--- config.mk ---
export PLATFORM = sky130hd
export DESIGN_NAME = jdd_jack_detect
export DESIGN_NICKNAME = d
export VERILOG_FILES = /design/src/jdd_pkg.sv /design/src/jdd_jack_detect.sv
export VERILOG_INCLUDE_DIRS = /design/src
export SDC_FILE = /design/constraint.sdc
export NUM_CORES = 1
export LEC_CHECK = 0
export ABC_AREA = 1
export BUFFER_PORTS_ARGS = -buffer_cell sky130_fd_sc_hd__buf_4
export CORE_MARGIN = 4
export CORE_UTILIZATION = 35
export CTS_BUF_LIST = sky130_fd_sc_hd__clkbuf_4 sky130_fd_sc_hd__clkbuf_8 sky130_fd_sc_hd__clkbuf_16
export CTS_CLUSTER_SIZE = 24
export DETAILED_ROUTE_END_ITERATION = 12
export PLACE_DENSITY_LB_ADDON = 0.3
export RECOVER_POWER = 50
export SETUP_SLACK_MARGIN = 0.3
export SLEW_MARGIN = 0
export SYNTH_ARGS = -nofsm -noshare
export SYNTH_HDL_FRONTEND = slang
export SYNTH_SLANG_ARGS = --single-unit
--- constraint.sdc ---
create_clock -name core_clk_in -period 3 [get_ports core_clk_in]
set_input_delay 0.15 -clock core_clk_in [delete_from_list [all_inputs] [get_ports core_clk_in]]
set_output_delay 0.15 -clock core_clk_in [all_outputs]
set_load 0.02 [all_outputs]
--- src/jdd_consts.svh ---
// constants and timing counts for the jack detect debounce block
// How it works
// comparators enabled only while the jack detect enable bit is set
// detection disabled: sense pin high impedance, whole interface shut down
// shut down with detection disabled: status flags hold last values
// load-sense comparator trips at 95 percent; debounced into load-sense flag
// jack-type comparator trips at 10 percent; debounced into jack-type flag
// flags 11 no jack, 01 headset, 00 headphones, 10 reserved
// reference is speaker supply when shut down or mic bias off, else mic bias
// internal pullup on when shut down or mic bias off, else pin high impedance
// weak select low gives strong resistive pullup, high gives weak current pullup
// a flag updates only after new comparator state persists past the timeout
// debounce timeout has four settings from 25 ms to 200 ms
// select 00 25 ms, 01 50 ms, 10 100 ms, 11 200 ms; resets to 00
// any change of a debounced flag sets the jack change event flag
// unmasked event flag drives the interrupt output; code sets irq only if unmasked as the event rises
// host read of the event flag clears it and its interrupt
// until read, flag and interrupt stay set and further events are ignored
// host reads the event flag after every event
// host reads load-sense fall as insertion, rise as removal; jack-type gives kind
// debounce counts a millisecond tick, restarting when a comparator changes
`ifndef JDD_CONSTS_SVH
`define JDD_CONSTS_SVH
`define JDD_CLK_HZ        40000000
`define JDD_TICK_MS       1
`define JDD_TICK_CYCLES   ((`JDD_CLK_HZ / 1000) * `JDD_TICK_MS)
`define JDD_DEB_25_MS     25
`define JDD_DEB_50_MS     50
`define JDD_DEB_100_MS    100
`define JDD_DEB_200_MS    200
`define JDD_DEB_SEL_RST   2'h0
`define JDD_FLAG_RST      1'h0
`endif

--- src/jdd_pkg.sv ---
// types for the jack detect debounce block
package jdd_pkg;
  typedef logic [1:0] jdd_deb_sel_t;
  typedef enum logic {
    JDD_REF_SPK,
    JDD_REF_MICB
  } jdd_ref_t;
endpackage

--- src/jdd_jack_detect.sv ---
// jack insertion detect, debounce and change event logic
`timescale 1ns/1ps
`include "jdd_consts.svh"
module jdd_jack_detect #(
  parameter int TICK_CYCLES = `JDD_TICK_CYCLES
) (
  input  wire logic                  core_clk_in,
  input  wire logic                  sys_rst_in,
  input  wire logic                  jack_detect_enable_bit_in,
  input  wire logic                  weak_pullup_select_in,
  input  wire jdd_pkg::jdd_deb_sel_t debounce_time_select_in,
  input  wire logic                  active_low_shutdown_in,
  input  wire logic                  mic_bias_enable_bit_in,
  input  wire logic                  jack_change_event_mask_in,
  input  wire logic                  event_read_in,
  input  wire logic                  load_cmp_raw_in,
  input  wire logic                  type_cmp_raw_in,
  output logic                       comparator_enable_out,
  output jdd_pkg::jdd_ref_t          reference_select_out,
  output logic                       strong_pullup_enable_out,
  output logic                       weak_pullup_enable_out,
  output logic                       load_sense_flag_out,
  output logic                       jack_type_flag_out,
  output logic                       jack_change_event_flag_out,
  output logic                       irq_out
);
  import jdd_pkg::*;

  // refused at elaboration, before any clock runs
  if (TICK_CYCLES < 1) begin : g_tick_check
    $error("TICK_CYCLES must be at least 1");
  end
  // the millisecond counters are eight bits and saturate, so the longest limit must stay below that
  if (`JDD_DEB_200_MS > 254) begin : g_limit_check
    $error("debounce limit exceeds the millisecond counter");
  end

  localparam int TW = (TICK_CYCLES > 1) ? $clog2(TICK_CYCLES) : 1;

  // comparator outputs are asynchronous to the core clock
  logic load_s1_q;
  logic load_s2_q;
  logic type_s1_q;
  logic type_s2_q;
  logic [TW-1:0] tick_cnt_q;
  logic          tick_q;
  logic [7:0]    load_ms_q;
  logic [7:0]    type_ms_q;
  logic          load_last_q;
  logic          type_last_q;
  logic          load_flag_q;
  logic          type_flag_q;
  logic          event_q;
  logic          irq_q;
  logic          cmp_en_q;
  jdd_ref_t      ref_q;
  logic          strong_q;
  logic          weak_q;

  wire           det_en      = jack_detect_enable_bit_in;
  wire           dev_active  = active_low_shutdown_in;
  wire           use_mic_bias_output = dev_active & mic_bias_enable_bit_in;
  wire           pullup_on   = det_en & ~use_mic_bias_output;
  wire [7:0]     deb_limit   = (debounce_time_select_in == 2'h0) ? 8'(`JDD_DEB_25_MS) :
                               (debounce_time_select_in == 2'h1) ? 8'(`JDD_DEB_50_MS) :
                               (debounce_time_select_in == 2'h2) ? 8'(`JDD_DEB_100_MS) :
                                                                   8'(`JDD_DEB_200_MS);
  // a candidate must differ from the flag and be stable past the limit
  wire           load_moved  = load_s2_q != load_last_q;
  wire           type_moved  = type_s2_q != type_last_q;
  wire           load_done   = det_en & ~load_moved & (load_s2_q != load_flag_q) & (load_ms_q > deb_limit);
  wire           type_done   = det_en & ~type_moved & (type_s2_q != type_flag_q) & (type_ms_q > deb_limit);
  wire           any_change  = load_done | type_done;
  wire           tick_wrap   = tick_cnt_q == TW'(TICK_CYCLES - 1);

  always_ff @(posedge core_clk_in) begin
    load_s1_q <= load_cmp_raw_in;
    load_s2_q <= load_s1_q;
    type_s1_q <= type_cmp_raw_in;
    type_s2_q <= type_s1_q;
  end

  always_ff @(posedge core_clk_in) begin
    if (sys_rst_in || !det_en) begin
      tick_cnt_q <= '0;
      tick_q     <= 1'b0;
    end else begin
      tick_cnt_q <= tick_wrap ? '0 : tick_cnt_q + TW'(1);
      tick_q     <= tick_wrap;
    end
  end

  // each millisecond counter restarts when its own comparator moves
  always_ff @(posedge core_clk_in) begin
    if (sys_rst_in) begin
      load_ms_q   <= '0;
      type_ms_q   <= '0;
      load_last_q <= 1'b0;
      type_last_q <= 1'b0;
    end else begin
      load_last_q <= load_s2_q;
      type_last_q <= type_s2_q;
      if (!det_en || load_moved || load_s2_q == load_flag_q)
        load_ms_q <= '0;
      else if (tick_q && load_ms_q != 8'hFF)
        load_ms_q <= load_ms_q + 8'h01;
      if (!det_en || type_moved || type_s2_q == type_flag_q)
        type_ms_q <= '0;
      else if (tick_q && type_ms_q != 8'hFF)
        type_ms_q <= type_ms_q + 8'h01;
    end
  end

  // flags hold while detection is off, so last result survives shutdown
  always_ff @(posedge core_clk_in) begin
    if (sys_rst_in) begin
      load_flag_q <= `JDD_FLAG_RST;
      type_flag_q <= `JDD_FLAG_RST;
    end else begin
      if (load_done)
        load_flag_q <= load_s2_q;
      if (type_done)
        type_flag_q <= type_s2_q;
    end
  end

  // read clears; a change while still set is dropped, not queued
  always_ff @(posedge core_clk_in) begin
    if (sys_rst_in) begin
      event_q <= 1'b0;
      irq_q   <= 1'b0;
    end else if (event_read_in) begin
      event_q <= 1'b0;
      irq_q   <= 1'b0;
    end else if (!event_q && any_change) begin
      event_q <= 1'b1;
      irq_q   <= ~jack_change_event_mask_in;
    end else begin
      irq_q   <= event_q & ~jack_change_event_mask_in & irq_q;
    end
  end

  always_ff @(posedge core_clk_in) begin
    if (sys_rst_in) begin
      cmp_en_q <= 1'b0;
      ref_q    <= JDD_REF_SPK;
      strong_q <= 1'b0;
      weak_q   <= 1'b0;
    end else begin
      cmp_en_q <= det_en;
      ref_q    <= use_mic_bias_output ? JDD_REF_MICB : JDD_REF_SPK;
      strong_q <= pullup_on & ~weak_pullup_select_in;
      weak_q   <= pullup_on & weak_pullup_select_in;
    end
  end

  assign comparator_enable_out      = cmp_en_q;
  assign reference_select_out       = ref_q;
  assign strong_pullup_enable_out   = strong_q;
  assign weak_pullup_enable_out     = weak_q;
  assign load_sense_flag_out        = load_flag_q;
  assign jack_type_flag_out         = type_flag_q;
  assign jack_change_event_flag_out = event_q;
  assign irq_out                    = irq_q;
endmodule

==> reports/metrics.cfg, run 1 <==
[run_status]
status = finished, final reports clean

[floorplanning]
dieWidth_um = 93.9
initial_utilization_pct = 35.8
die_height_um = 93.9
rows = 31
die_area_um2 = 8820
coreArea_um2 = 7210
ios = 20

[route]
wl_um = 5130
avgViaCountPerCell = 4.51
vias = 2245
drcViolationCount = 0
drt_iter0_markers = 55
ant_nets = 0
firstDrtPassIters = 4
routedWlPerCell_um = 10.3

[sta]
final.period_utilization_pct = 61.3
period_minus_slack_ns = 1.84
rsz0062_at_grt = no
finClkSkew_ns = 0.00544
maxSlewHeadroom_pct = 68.1
setup_violations = 0
drv_slew = 0
max_clock_freq_ghz = 0.544
hold_viol_final = 0
tightest_slew_ns = 0.477
tns_ns = 0

[synthesis]
synth_adder_area_share_pct = 10.2
synthMuxAreaShare_pct = 0
synth_top_family_by_area = simple AND/OR/NAND/NOR gates
ys_warn_count = 0
synth_compound_area_share_pct = 8.18
synth_async_sr_flop_share_pct = 0
netlist_area_um2 = 2580
synth_flop_cell = dfxtp_1
synthXorXnorAreaFrac_pct = 3.05
ys_types = 30
syn_inst = 373
yosys.area_share.simple_pct = 32.2
syn-num-nets = 406
synth-edff-count = 0
synth-seq-cells = 47
synth.avg_cell_area_um2 = 6.93
ys_seq_area_share_pct = 36.4

[critical_path]
critPathCaptureType = flip-flop
start_kind = flip-flop
arrival_ns = 2.04
r2r_start = tick_cnt_q[0]$_SDFF_PP0_
path_cells = ha_1 > nand2_1 > nor2_1 > nand4_1 > nand2_1 > inv_1 > nand2_1 > inv_1
criticalPathCategory = flip-flop to flip-flop
ff2ff_path_depth = 8
ff2ff_setup_slack_ns = 1.16
cp.required_ns = 3.20
cp_max_fo = 14
r2r-end = tick_cnt_q[12]$_SDFF_PP0_
cp_slowest_cell = nand2_1
cp_num_buf_inv = 2
critPathMaxStageDelay_ns = 0.40
cp_top_family = simple AND/OR/NAND/NOR gates
cp_common_cell = nand2_1

[hold_path]
min_from = weak_pullup_select_in
hp-class = primary input to flip-flop
hold_depth = 2
whs_endpoint = strong_pullup_enable_out$_SDFF_PP0_

[layout]
multi_input_area_um2 = 1370
diodes = 0
drive_gt1_share_pct = 6.27
fill_cells = 776
top_register = tick_cnt_q
seqCellArea_um2 = 941
layout.nets = 431
final_cell_area_um2 = 2900
reg.largest.list = tick_cnt_q (16), load_ms_q (8), type_ms_q (8)
largest_register_ffs = 16
area_delta_synth_final_pct = 12.1

[clocking]
numClockSinks = 47
clkLatencyLatePin_ns = 0.30
cts_tree = yes
cts_buffers = 5
cts-resized-gates = 0
clockRootBuffer = clkbuf_8
postCtsSetupRepairBufs = 0
htreeDepth = 2
hold_buffers = 2
clk_pin_slew_ns = 0.09
cts_buffer_depth = 2

[global_route]
overflow = 0
grt_pass1_vias = 2067
grt_max_degree = 16
grt_pass1_wl_um = 9090
antenna_found_initial = 0
track_usage_pct = 12.6

[power_and_ir_drop]
ir_drop_v = 0.000355
p_per_area_nw_per_um2 = 380
leakagePower_uw = 0.00129
power_uw = 1100

[place]
gp_congestion = 0.809
hpwl_um = 4010
place_area_um2 = 2840
numPortBuffers = 19

[job]
cap_violations = 0

[worst reg2reg max path, delay by kind of cell, from the launching register on]
family                   cells  cell delay [ns]
buffers and inverters        2             0.21
adder cells (fa/ha/maj)      1             0.18
AND/OR/NAND/NOR              5             0.98
flip-flops                   1             0.37
[synthesized netlist by cell type (3+ instances only)]
| cell | count | area share (%) |
|---|---|---|
| nand2_1 | 93 | 14 |
| inv_1 | 63 | 9.1 |
| dfxtp_1 | 47 | 36 |
| nor2_1 | 42 | 6.1 |
| a21oi_1 | 23 | 4.5 |
| nand3_1 | 23 | 4.5 |
| ha_1 | 21 | 10 |
| nor3_1 | 9 | 1.7 |
| xor2_1 | 8 | 2.7 |
| o21ai_0 | 6 | 1.2 |
| nand4_1 | 4 | 0.97 |
| nor3b_1 | 4 | 1.2 |
| o21bai_1 | 4 | 1.2 |
| nand2_2 | 3 | 0.73 |
| nor4_1 | 3 | 0.73 |
[final cells by class]
cell class | count | area share (%)
multi-input cells | 258 | 47.3
flip-flops and latches | 47 | 32.5
inverters | 65 | 8.42
repair buffers | 21 | 4.45
well taps | 99 | 4.27
clock buffers | 5 | 2.37
clock inverters | 3 | 0.691
[where the power goes]
| group | leakage (uW) | switching [uW] | internal (uW) |
|---|---|---|---|
| Combinational | 0.000867 | 49.3 | 31.2 |
| Sequential | 0.000381 | 3.17 | 631 |
| Clock | 0.0000402 | 226 | 163 |
[cells by family (layout without fill, tap and decap cells)]
group	after synthesis	in the layout
AO/OA/AOI/OAI	38	38
XOR/XNOR	9	9
adder cells (fa/ha/maj)	21	21
buffers and inverters	68	94
flip-flops	47	47
AND/OR/NAND/NOR	190	190
[cells in the final DEF, fill, tap and decap left out, types with 7 or more instances in the layout]
cell | Yosys | final
clkbuf_1 | 1 | 9
nor2_1 | 42 | 42
nand3_1 | 23 | 23
nor3_1 | 9 | 9
ha_1 | 21 | 21
nand2_1 | 93 | 94
a21oi_1 | 23 | 23
xor2_1 | 8 | 8
buf_4 | 0 | 7
dfxtp_1 | 47 | 47
inv_1 | 63 | 64
[per-stage QoR]
| stage | cells | hold slack, ns | util (%) | worst slack, ns |
|---|---|---|---|---|
| detailed placement | 488 | 0.257 | 39.3 | 0.987 |
| CTS | 498 | 0.00917 | 40.8 | 1.15 |
| finish | 498 | 0.0156 | 40.2 | 1.16 |
| global placement | 488 | 0.256 | 39.3 | 1.06 |
| global route | 498 | 0.00255 | 40.2 | 0.917 |
| floorplan | 373 | 0.178 | - | 1.29 |
[per-layer routing]
| layer | wire length [um] | GRT usage, % | part of all wire, % |
|---|---|---|---|
| met2 | 2220 | 19.8 | 43 |
| met4 | 38 | 3.25 | 0.74 |
| met5 | 0 | 0 | 0 |
| met1 | 2730 | 17.6 | 53 |
| met3 | 136 | 2.64 | 2.7 |
[worst max path at each step]
stage                                from                   endpoint  slack, ns  cells past startpoint
5_1_grt          tick_cnt_q[0]$_SDFF_PP0_  tick_cnt_q[10]$_SDFF_PP0_       0.92                      8
3_5_place_dp   debounce_time_select_in[0]         irq_out$_SDFF_PP0_       0.99                     14
3_3_place_gp   debounce_time_select_in[0]         irq_out$_SDFF_PP0_       1.06                     14
2_1_floorplan  debounce_time_select_in[0]         irq_out$_SDFF_PP0_       1.29                     13
4_1_cts          tick_cnt_q[0]$_SDFF_PP0_  tick_cnt_q[12]$_SDFF_PP0_       1.15                      8
6_report         tick_cnt_q[0]$_SDFF_PP0_  tick_cnt_q[12]$_SDFF_PP0_       1.16                      8
Power figures use the tool's default switching activity.
==> inputs of run 2 (changes only) <==
clock period = 1.6 ns   (was 3 ns; I/O delays follow)
==> run 2 against run 1 <==
Hold slack worse by 0.0055 ns. Clock-buffer cell count unchanged. Final area grew 36%. Final cell count up 8.2%. First-iteration DRC count up 13%.
==> reports/metrics.cfg, run 2 (synthesized netlist as in run 1, its figures left out) <==
[run_status]
status = finished, final reports clean  ; unchanged

[route]
firstDrtPassIters = 4  ; unchanged
drt_iter0_markers = 62  ; was 55
avgViaCountPerCell = 4.82  ; was 4.51
drcViolationCount = 0  ; unchanged
wl_um = 6970  ; was 5130 um
routedWlPerCell_um = 12.9  ; was 10.3 um
ant_nets = 0  ; unchanged
vias = 2597  ; was 2,245

[power_and_ir_drop]
ir_drop_v = 0.000369  ; was 0.000355 V
leakagePower_uw = 0.00169  ; was 0.00129 uW
p_per_area_nw_per_um2 = 554  ; was 380 nW/um^2
power_uw = 2190  ; was 1100 uW

[layout]
drive_gt1_share_pct = 43.2  ; was 6.27%
layout.cells.non_filler = 539  ; was 498
layout_common_cells = 71 x nand2_1, 49 x inv_1, 36 x buf_4  ; was 94 x nand2_1, 64 x inv_1, 47 x dfxtp_1
area_delta_synth_final_pct = 52.7  ; was 12.1%
diodes = 0  ; unchanged
largest_register_ffs = 16  ; unchanged
top_register = tick_cnt_q  ; unchanged
mostFrequentLayoutCell = nand2_1  ; unchanged
final_core_util_pct = 54.7  ; was 40.2%
layout.nets = 472  ; was 431
reg.largest.list = tick_cnt_q (16), load_ms_q (8), type_ms_q (8)  ; unchanged

[critical_path]
critPathCaptureType = flip-flop  ; unchanged
cp_max_fo = 6  ; was 14
ff2ff_setup_slack_ns = 0.10  ; was 1.16 ns
start_kind = flip-flop  ; unchanged
arrival_ns = 1.74  ; was 2.04 ns
cp.required_ns = 1.84  ; was 3.20 ns
criticalPathCategory = flip-flop to flip-flop  ; unchanged

[global_route]
grt_pass1_wl_um = 10500  ; was 9090 um
grt_pass1_vias = 2490  ; was 2,067
grt_max_degree = 16  ; unchanged
track_usage_pct = 14.8  ; was 12.6%
overflow = 0  ; unchanged
antenna_found_initial = 0  ; unchanged

[clocking]
cts_buffer_depth = 2  ; unchanged
clkLatencyLatePin_ns = 0.31  ; was 0.30 ns
cts_buffers = 5  ; unchanged
clk_pin_slew_ns = 0.10  ; was 0.09 ns
numClockSinks = 47  ; unchanged
htreeDepth = 2  ; unchanged
cts_tree = yes  ; unchanged
clockRootBuffer = clkbuf_8  ; unchanged

[sta]
tightest_slew_ns = 0.454  ; was 0.477 ns
hold_viol_final = 0  ; unchanged
rsz0062_at_grt = yes  ; was no
fin_hold_ws_ns = 0.0101  ; was 0.0156 ns
final.period_utilization_pct = 93.6  ; was 61.3%
maxSlewHeadroom_pct = 69.7  ; was 68.1%
drv_slew = 0  ; unchanged
layout_setup_ws_ns = 0.102  ; was 1.16 ns
max_clock_freq_ghz = 0.668  ; was 0.544 GHz
finClkSkew_ns = 0.0103  ; was 0.00544 ns
period_minus_slack_ns = 1.50  ; was 1.84 ns
setup_violations = 0  ; unchanged

[floorplanning]
die_height_um = 93.9  ; unchanged
die_area_um2 = 8820  ; unchanged
ios = 20  ; unchanged
initial_utilization_pct = 35.8  ; unchanged
dieWidth_um = 93.9  ; unchanged
coreArea_um2 = 7210  ; unchanged
rows = 31  ; unchanged

[place]
place_ws_ns = -0.204  ; was 0.987 ns
gp_congestion = 0.824  ; was 0.809
hpwl_um = 4280  ; was 4010 um
dp_cells = 500  ; was 488
numPortBuffers = 19  ; unchanged

[job]
cap_violations = 0  ; unchanged

[hold_path]
hp-class = primary input to flip-flop  ; unchanged

-- run 2: metrics by stage --
step           instance area (um^2)  TNS (ns)
2_1_floorplan                  2730         0
3_3_place_gp                   3060    -0.600
3_5_place_dp                   3060    -0.681
4_1_cts                        3600         0
5_1_grt                        3950         0
6_report                       3950         0
-- run 2: where the power goes --
group | leakage (uW) | internal, uW | total, uW | switching, uW
clock | 0.0000483 | 309 | 756 | 447
sequential | 0.000395 | 1160 | 1170 | 7.57
combinational | 0.00125 | 114 | 257 | 143
-- run 2: metal layers --
layer,vias up,share of wire [%],wire length (um),global-route usage (%)
li1,1306,-,-,-
met1,1226,41,2830,16.6
met2,45,53,3700,26.8
met3,20,3.0,208,3.04
met4,0,3.1,219,6.62
met5,-,0,0,0
-- run 2: what timing repair did --
action | in CTS | in global routing
endpoints found under the setup margin | 35 | 37
buffers inserted | 17 | 10
hold buffers | 4 | 0
hold endpoints to repair | 4 | 0
gates resized for setup | 79 | 82
pin swaps | 49 | 35
-- run 2: worst max-delay path: stages (launching register included) --
cell,delay (ns)
dfxtp_4,0.37
buf_4,0.15
nand2_4,0.09
nor2_2,0.05
nand2_1,0.07
nand2_2,0.06
buf_6,0.15
or3_4,0.33
a21oi_2,0.14
-- run 2: layout make-up --
class,count,area (um^2)
inverter,65,269
clock buffer,5,68.8
fill,677,3270
tap,99,124
multi-input combinational,258,2010
timing repair buffer,62,462
sequential,47,995
clock inverter,3,18.8
-- run 2: worst paths after layout --
kind | endpoint | start | cells past startpoint
hold / removal | reference_select_out$_SDFF_PP0_ | mic_bias_enable_bit_in | 3
hold reg to reg | type_s2_q$_DFF_P_ | type_s1_q$_DFF_P_ | 0
setup / recovery | load_ms_q[3]$_SDFFE_PP0P_ | load_ms_q[2]$_SDFFE_PP0P_ | 8
setup reg to reg | load_ms_q[3]$_SDFFE_PP0P_ | load_ms_q[2]$_SDFFE_PP0P_ | 8
==> inputs of run 3 (changes only) <==
==> constraint.sdc (replaced) <==
create_clock -name core_clk_in -period 1.6 [get_ports core_clk_in]
set_input_delay 0.24 -clock core_clk_in [delete_from_list [all_inputs] [get_ports core_clk_in]]
set_output_delay 0.24 -clock core_clk_in [all_outputs]
set_load 0.02 [all_outputs]
==> run 3 against run 2 <==
Critical endpoint is now load_sense_flag_out$_SDFFE_PP0P_. Register-to-register slack gained 0.03 ns. Clock skew hardly changed. Sequential power about the same. Power increased by 4.9%. Combinational power fell by 15%. Utilization fell by 3.9 points. Global-route usage is 0.73 points lower. Non-clock buffer count fell by 11. Final area fell by 7.2%.
==> reports/metrics.cfg, run 3 (synthesized netlist as in run 1, its figures left out) <==
[route]
drt_iter0_markers = 81  ; was 62
avgViaCountPerCell = 4.76  ; was 4.82
routedWlPerCell_um = 11.7  ; was 12.9 um
ant_nets = 0  ; unchanged
firstDrtPassIters = 4  ; unchanged
vias = 2515  ; was 2,597
drcViolationCount = 0  ; unchanged
wl_um = 6190  ; was 6970 um

[layout]
top_register = tick_cnt_q  ; unchanged
largest_register_ffs = 16  ; unchanged
layout.nets = 461  ; was 472
fill_cells = 698  ; was 677
layout.cells.non_filler = 528  ; was 539
reg.largest.list = tick_cnt_q (16), load_ms_q (8), type_ms_q (8)  ; unchanged
seqCellArea_um2 = 965  ; was 995 um^2
multi_input_area_um2 = 1810  ; was 2010 um^2
area_delta_synth_final_pct = 41.7  ; was 52.7%
mostFrequentLayoutCell = nand2_1  ; unchanged
final_cell_area_um2 = 3660  ; was 3950 um^2
layout_common_cells = 73 x nand2_1, 55 x inv_1, 34 x dfxtp_1  ; was 71 x nand2_1, 49 x inv_1, 36 x buf_4
drive_gt1_share_pct = 35.9  ; was 43.2%
diodes = 0  ; unchanged

[critical_path]
ff2ff_path_depth = 7  ; was 8
cp.required_ns = 1.84  ; about the same
critPathCaptureType = flip-flop  ; unchanged
start_kind = primary input  ; was flip-flop
criticalPathCategory = primary input to flip-flop  ; was flip-flop to flip-flop
cp_max_fo = 4  ; was 6
crit_start = debounce_time_select_in[1]  ; was load_ms_q[2]$_SDFFE_PP0P_
arrival_ns = 1.74  ; about the same
ff2ff_setup_slack_ns = 0.13  ; was 0.10 ns
r2r_start = load_ms_q[7]$_SDFFE_PP0P_  ; was load_ms_q[2]$_SDFFE_PP0P_

[clocking]
cts_tree = yes  ; unchanged
htreeDepth = 2  ; unchanged
clk_pin_slew_ns = 0.08  ; was 0.10 ns
clockRootBuffer = clkbuf_8  ; unchanged
cts_buffers = 5  ; unchanged
cts_buffer_depth = 2  ; unchanged
hold_buffers = 0  ; was 4
numClockSinks = 47  ; unchanged
clkLatencyLatePin_ns = 0.31  ; about the same

[floorplanning]
ios = 20  ; unchanged
initial_utilization_pct = 35.8  ; unchanged
die_height_um = 93.9  ; unchanged
rows = 31  ; unchanged
dieWidth_um = 93.9  ; unchanged
coreArea_um2 = 7210  ; unchanged
die_area_um2 = 8820  ; unchanged

[sta]
drv_slew = 0  ; unchanged
period_minus_slack_ns = 1.51  ; was 1.50 ns
setup_violations = 0  ; unchanged
hold_viol_final = 0  ; unchanged
tightest_slew_ns = 0.431  ; was 0.454 ns
rsz0062_at_grt = yes  ; unchanged
max_clock_freq_ghz = 0.664  ; was 0.668 GHz
maxSlewHeadroom_pct = 71.3  ; was 69.7%
tns_ns = 0  ; unchanged
finClkSkew_ns = 0.0100  ; was 0.0103 ns
final.period_utilization_pct = 94.2  ; was 93.6%

[power_and_ir_drop]
switching_share_pct = 24.1  ; was 27.3%
clock_power_share_pct = 38.8  ; was 34.6%
power_frac_seq_pct = 51.7  ; was 53.6%
leakagePower_uw = 0.00161  ; was 0.00169 uW
p_per_area_nw_per_um2 = 626  ; was 554 nW/um^2
switching_power_uw = 554  ; was 597 uW
combinationalPowerShare_pct = 9.5  ; was 11.8%
p_int_uw = 1740  ; was 1590 uW
ir_drop_v = 0.000297  ; was 0.000369 V

[global_route]
use_met2_pct = 26.0  ; was 26.8%
antenna_found_initial = 0  ; unchanged
grt_pass1_vias = 2383  ; was 2,490
grt_pass1_wl_um = 10100  ; was 10,500 um
grt_use_met1_pct = 16.0  ; was 16.6%
met3_usage_pct = 2.64  ; was 3.04%
grt_busiest_layer = met2  ; unchanged
grt_max_degree = 16  ; unchanged
overflow = 0  ; unchanged
track_usage_pct = 14.1  ; was 14.8%

[place]
dp_cells = 500  ; unchanged
place_area_um2 = 3060  ; unchanged
gp_congestion = 0.832  ; was 0.824
hpwl_um = 4380  ; was 4280 um
numPortBuffers = 19  ; unchanged

[hold_path]
min_from = type_cmp_raw_in  ; was mic_bias_enable_bit_in
hold_depth = 1  ; was 3
hp-class = primary input to flip-flop  ; unchanged

[job]
cap_violations = 0  ; unchanged

[run_status]
status = finished, final reports clean  ; unchanged

-- run 3: path summary, 6_finish.rpt --
| kind | end |
|---|---|
| max | load_sense_flag_out$_SDFFE_PP0P_ |
| min | type_s1_q$_DFF_P_ |
| max reg2reg | load_sense_flag_out$_SDFFE_PP0P_ |
| min reg2reg | type_s2_q$_DFF_P_ |
-- run 3: metal layers --
layer,share of wire (%),up-vias
li1,-,1283
met3,3.1,16
met1,42,1172
met2,52,44
met4,2.4,0
met5,0,-
-- run 3: repair_timing --
action                                  4_1_cts  5_1_grt
buffers inserted                             15        4
endpoints found under the setup margin       36       36
pin swaps                                    24       30
gates resized for setup                      39       73
gates cloned                                  1        0
-- run 3: area by class of cell --
type | count | share of cell area [%]
multi-input cells | 258 | 49.3
clock buffers | 5 | 1.88
flip-flops and latches | 47 | 26.3
inverters | 65 | 7.34
well taps | 99 | 3.38
repair buffers | 51 | 10.6
clock inverters | 3 | 1.20
-- run 3: metrics by stage --
step / hold WS [ns] / power (uW) / setup WS, ns / utilization, %
final: 0.0588 / 2290 / 0.0929 / 50.8
after global routing: 0.0526 / 2400 / 0.00631 / 50.8
after CTS: 0.0300 / 2310 / 0.0501 / 47.4
after detailed placement: 0.317 / 1400 / -0.385 / 42.5
after global placement: 0.316 / 1400 / -0.345 / 42.5
after floorplan: 0.268 / 1330 / -0.0375 / -
-- run 3: critical path, stage by stage --
cell and delay, ns:
buf_12 0.09, inv_12 0.04, ha_4 0.14, or2_4 0.27, ha_4 0.27, nand2_2 0.06, nor2_2 0.08, nand3_1 0.09
inv_1 0.06, nand2_1 0.05, nand2_2 0.08, buf_4 0.10, nand3_1 0.05, a21oi_1 0.12
-- run 3: power by group through the flow --
stage | Sequential (uW) | Combinational, uW | Clock (uW)
after floorplan | 1220 | 108 | 0
after global placement | 1210 | 182 | 0
after detailed placement | 1210 | 186 | 0
after CTS | 1190 | 200 | 919
after global routing | 1190 | 246 | 962
final | 1190 | 218 | 889
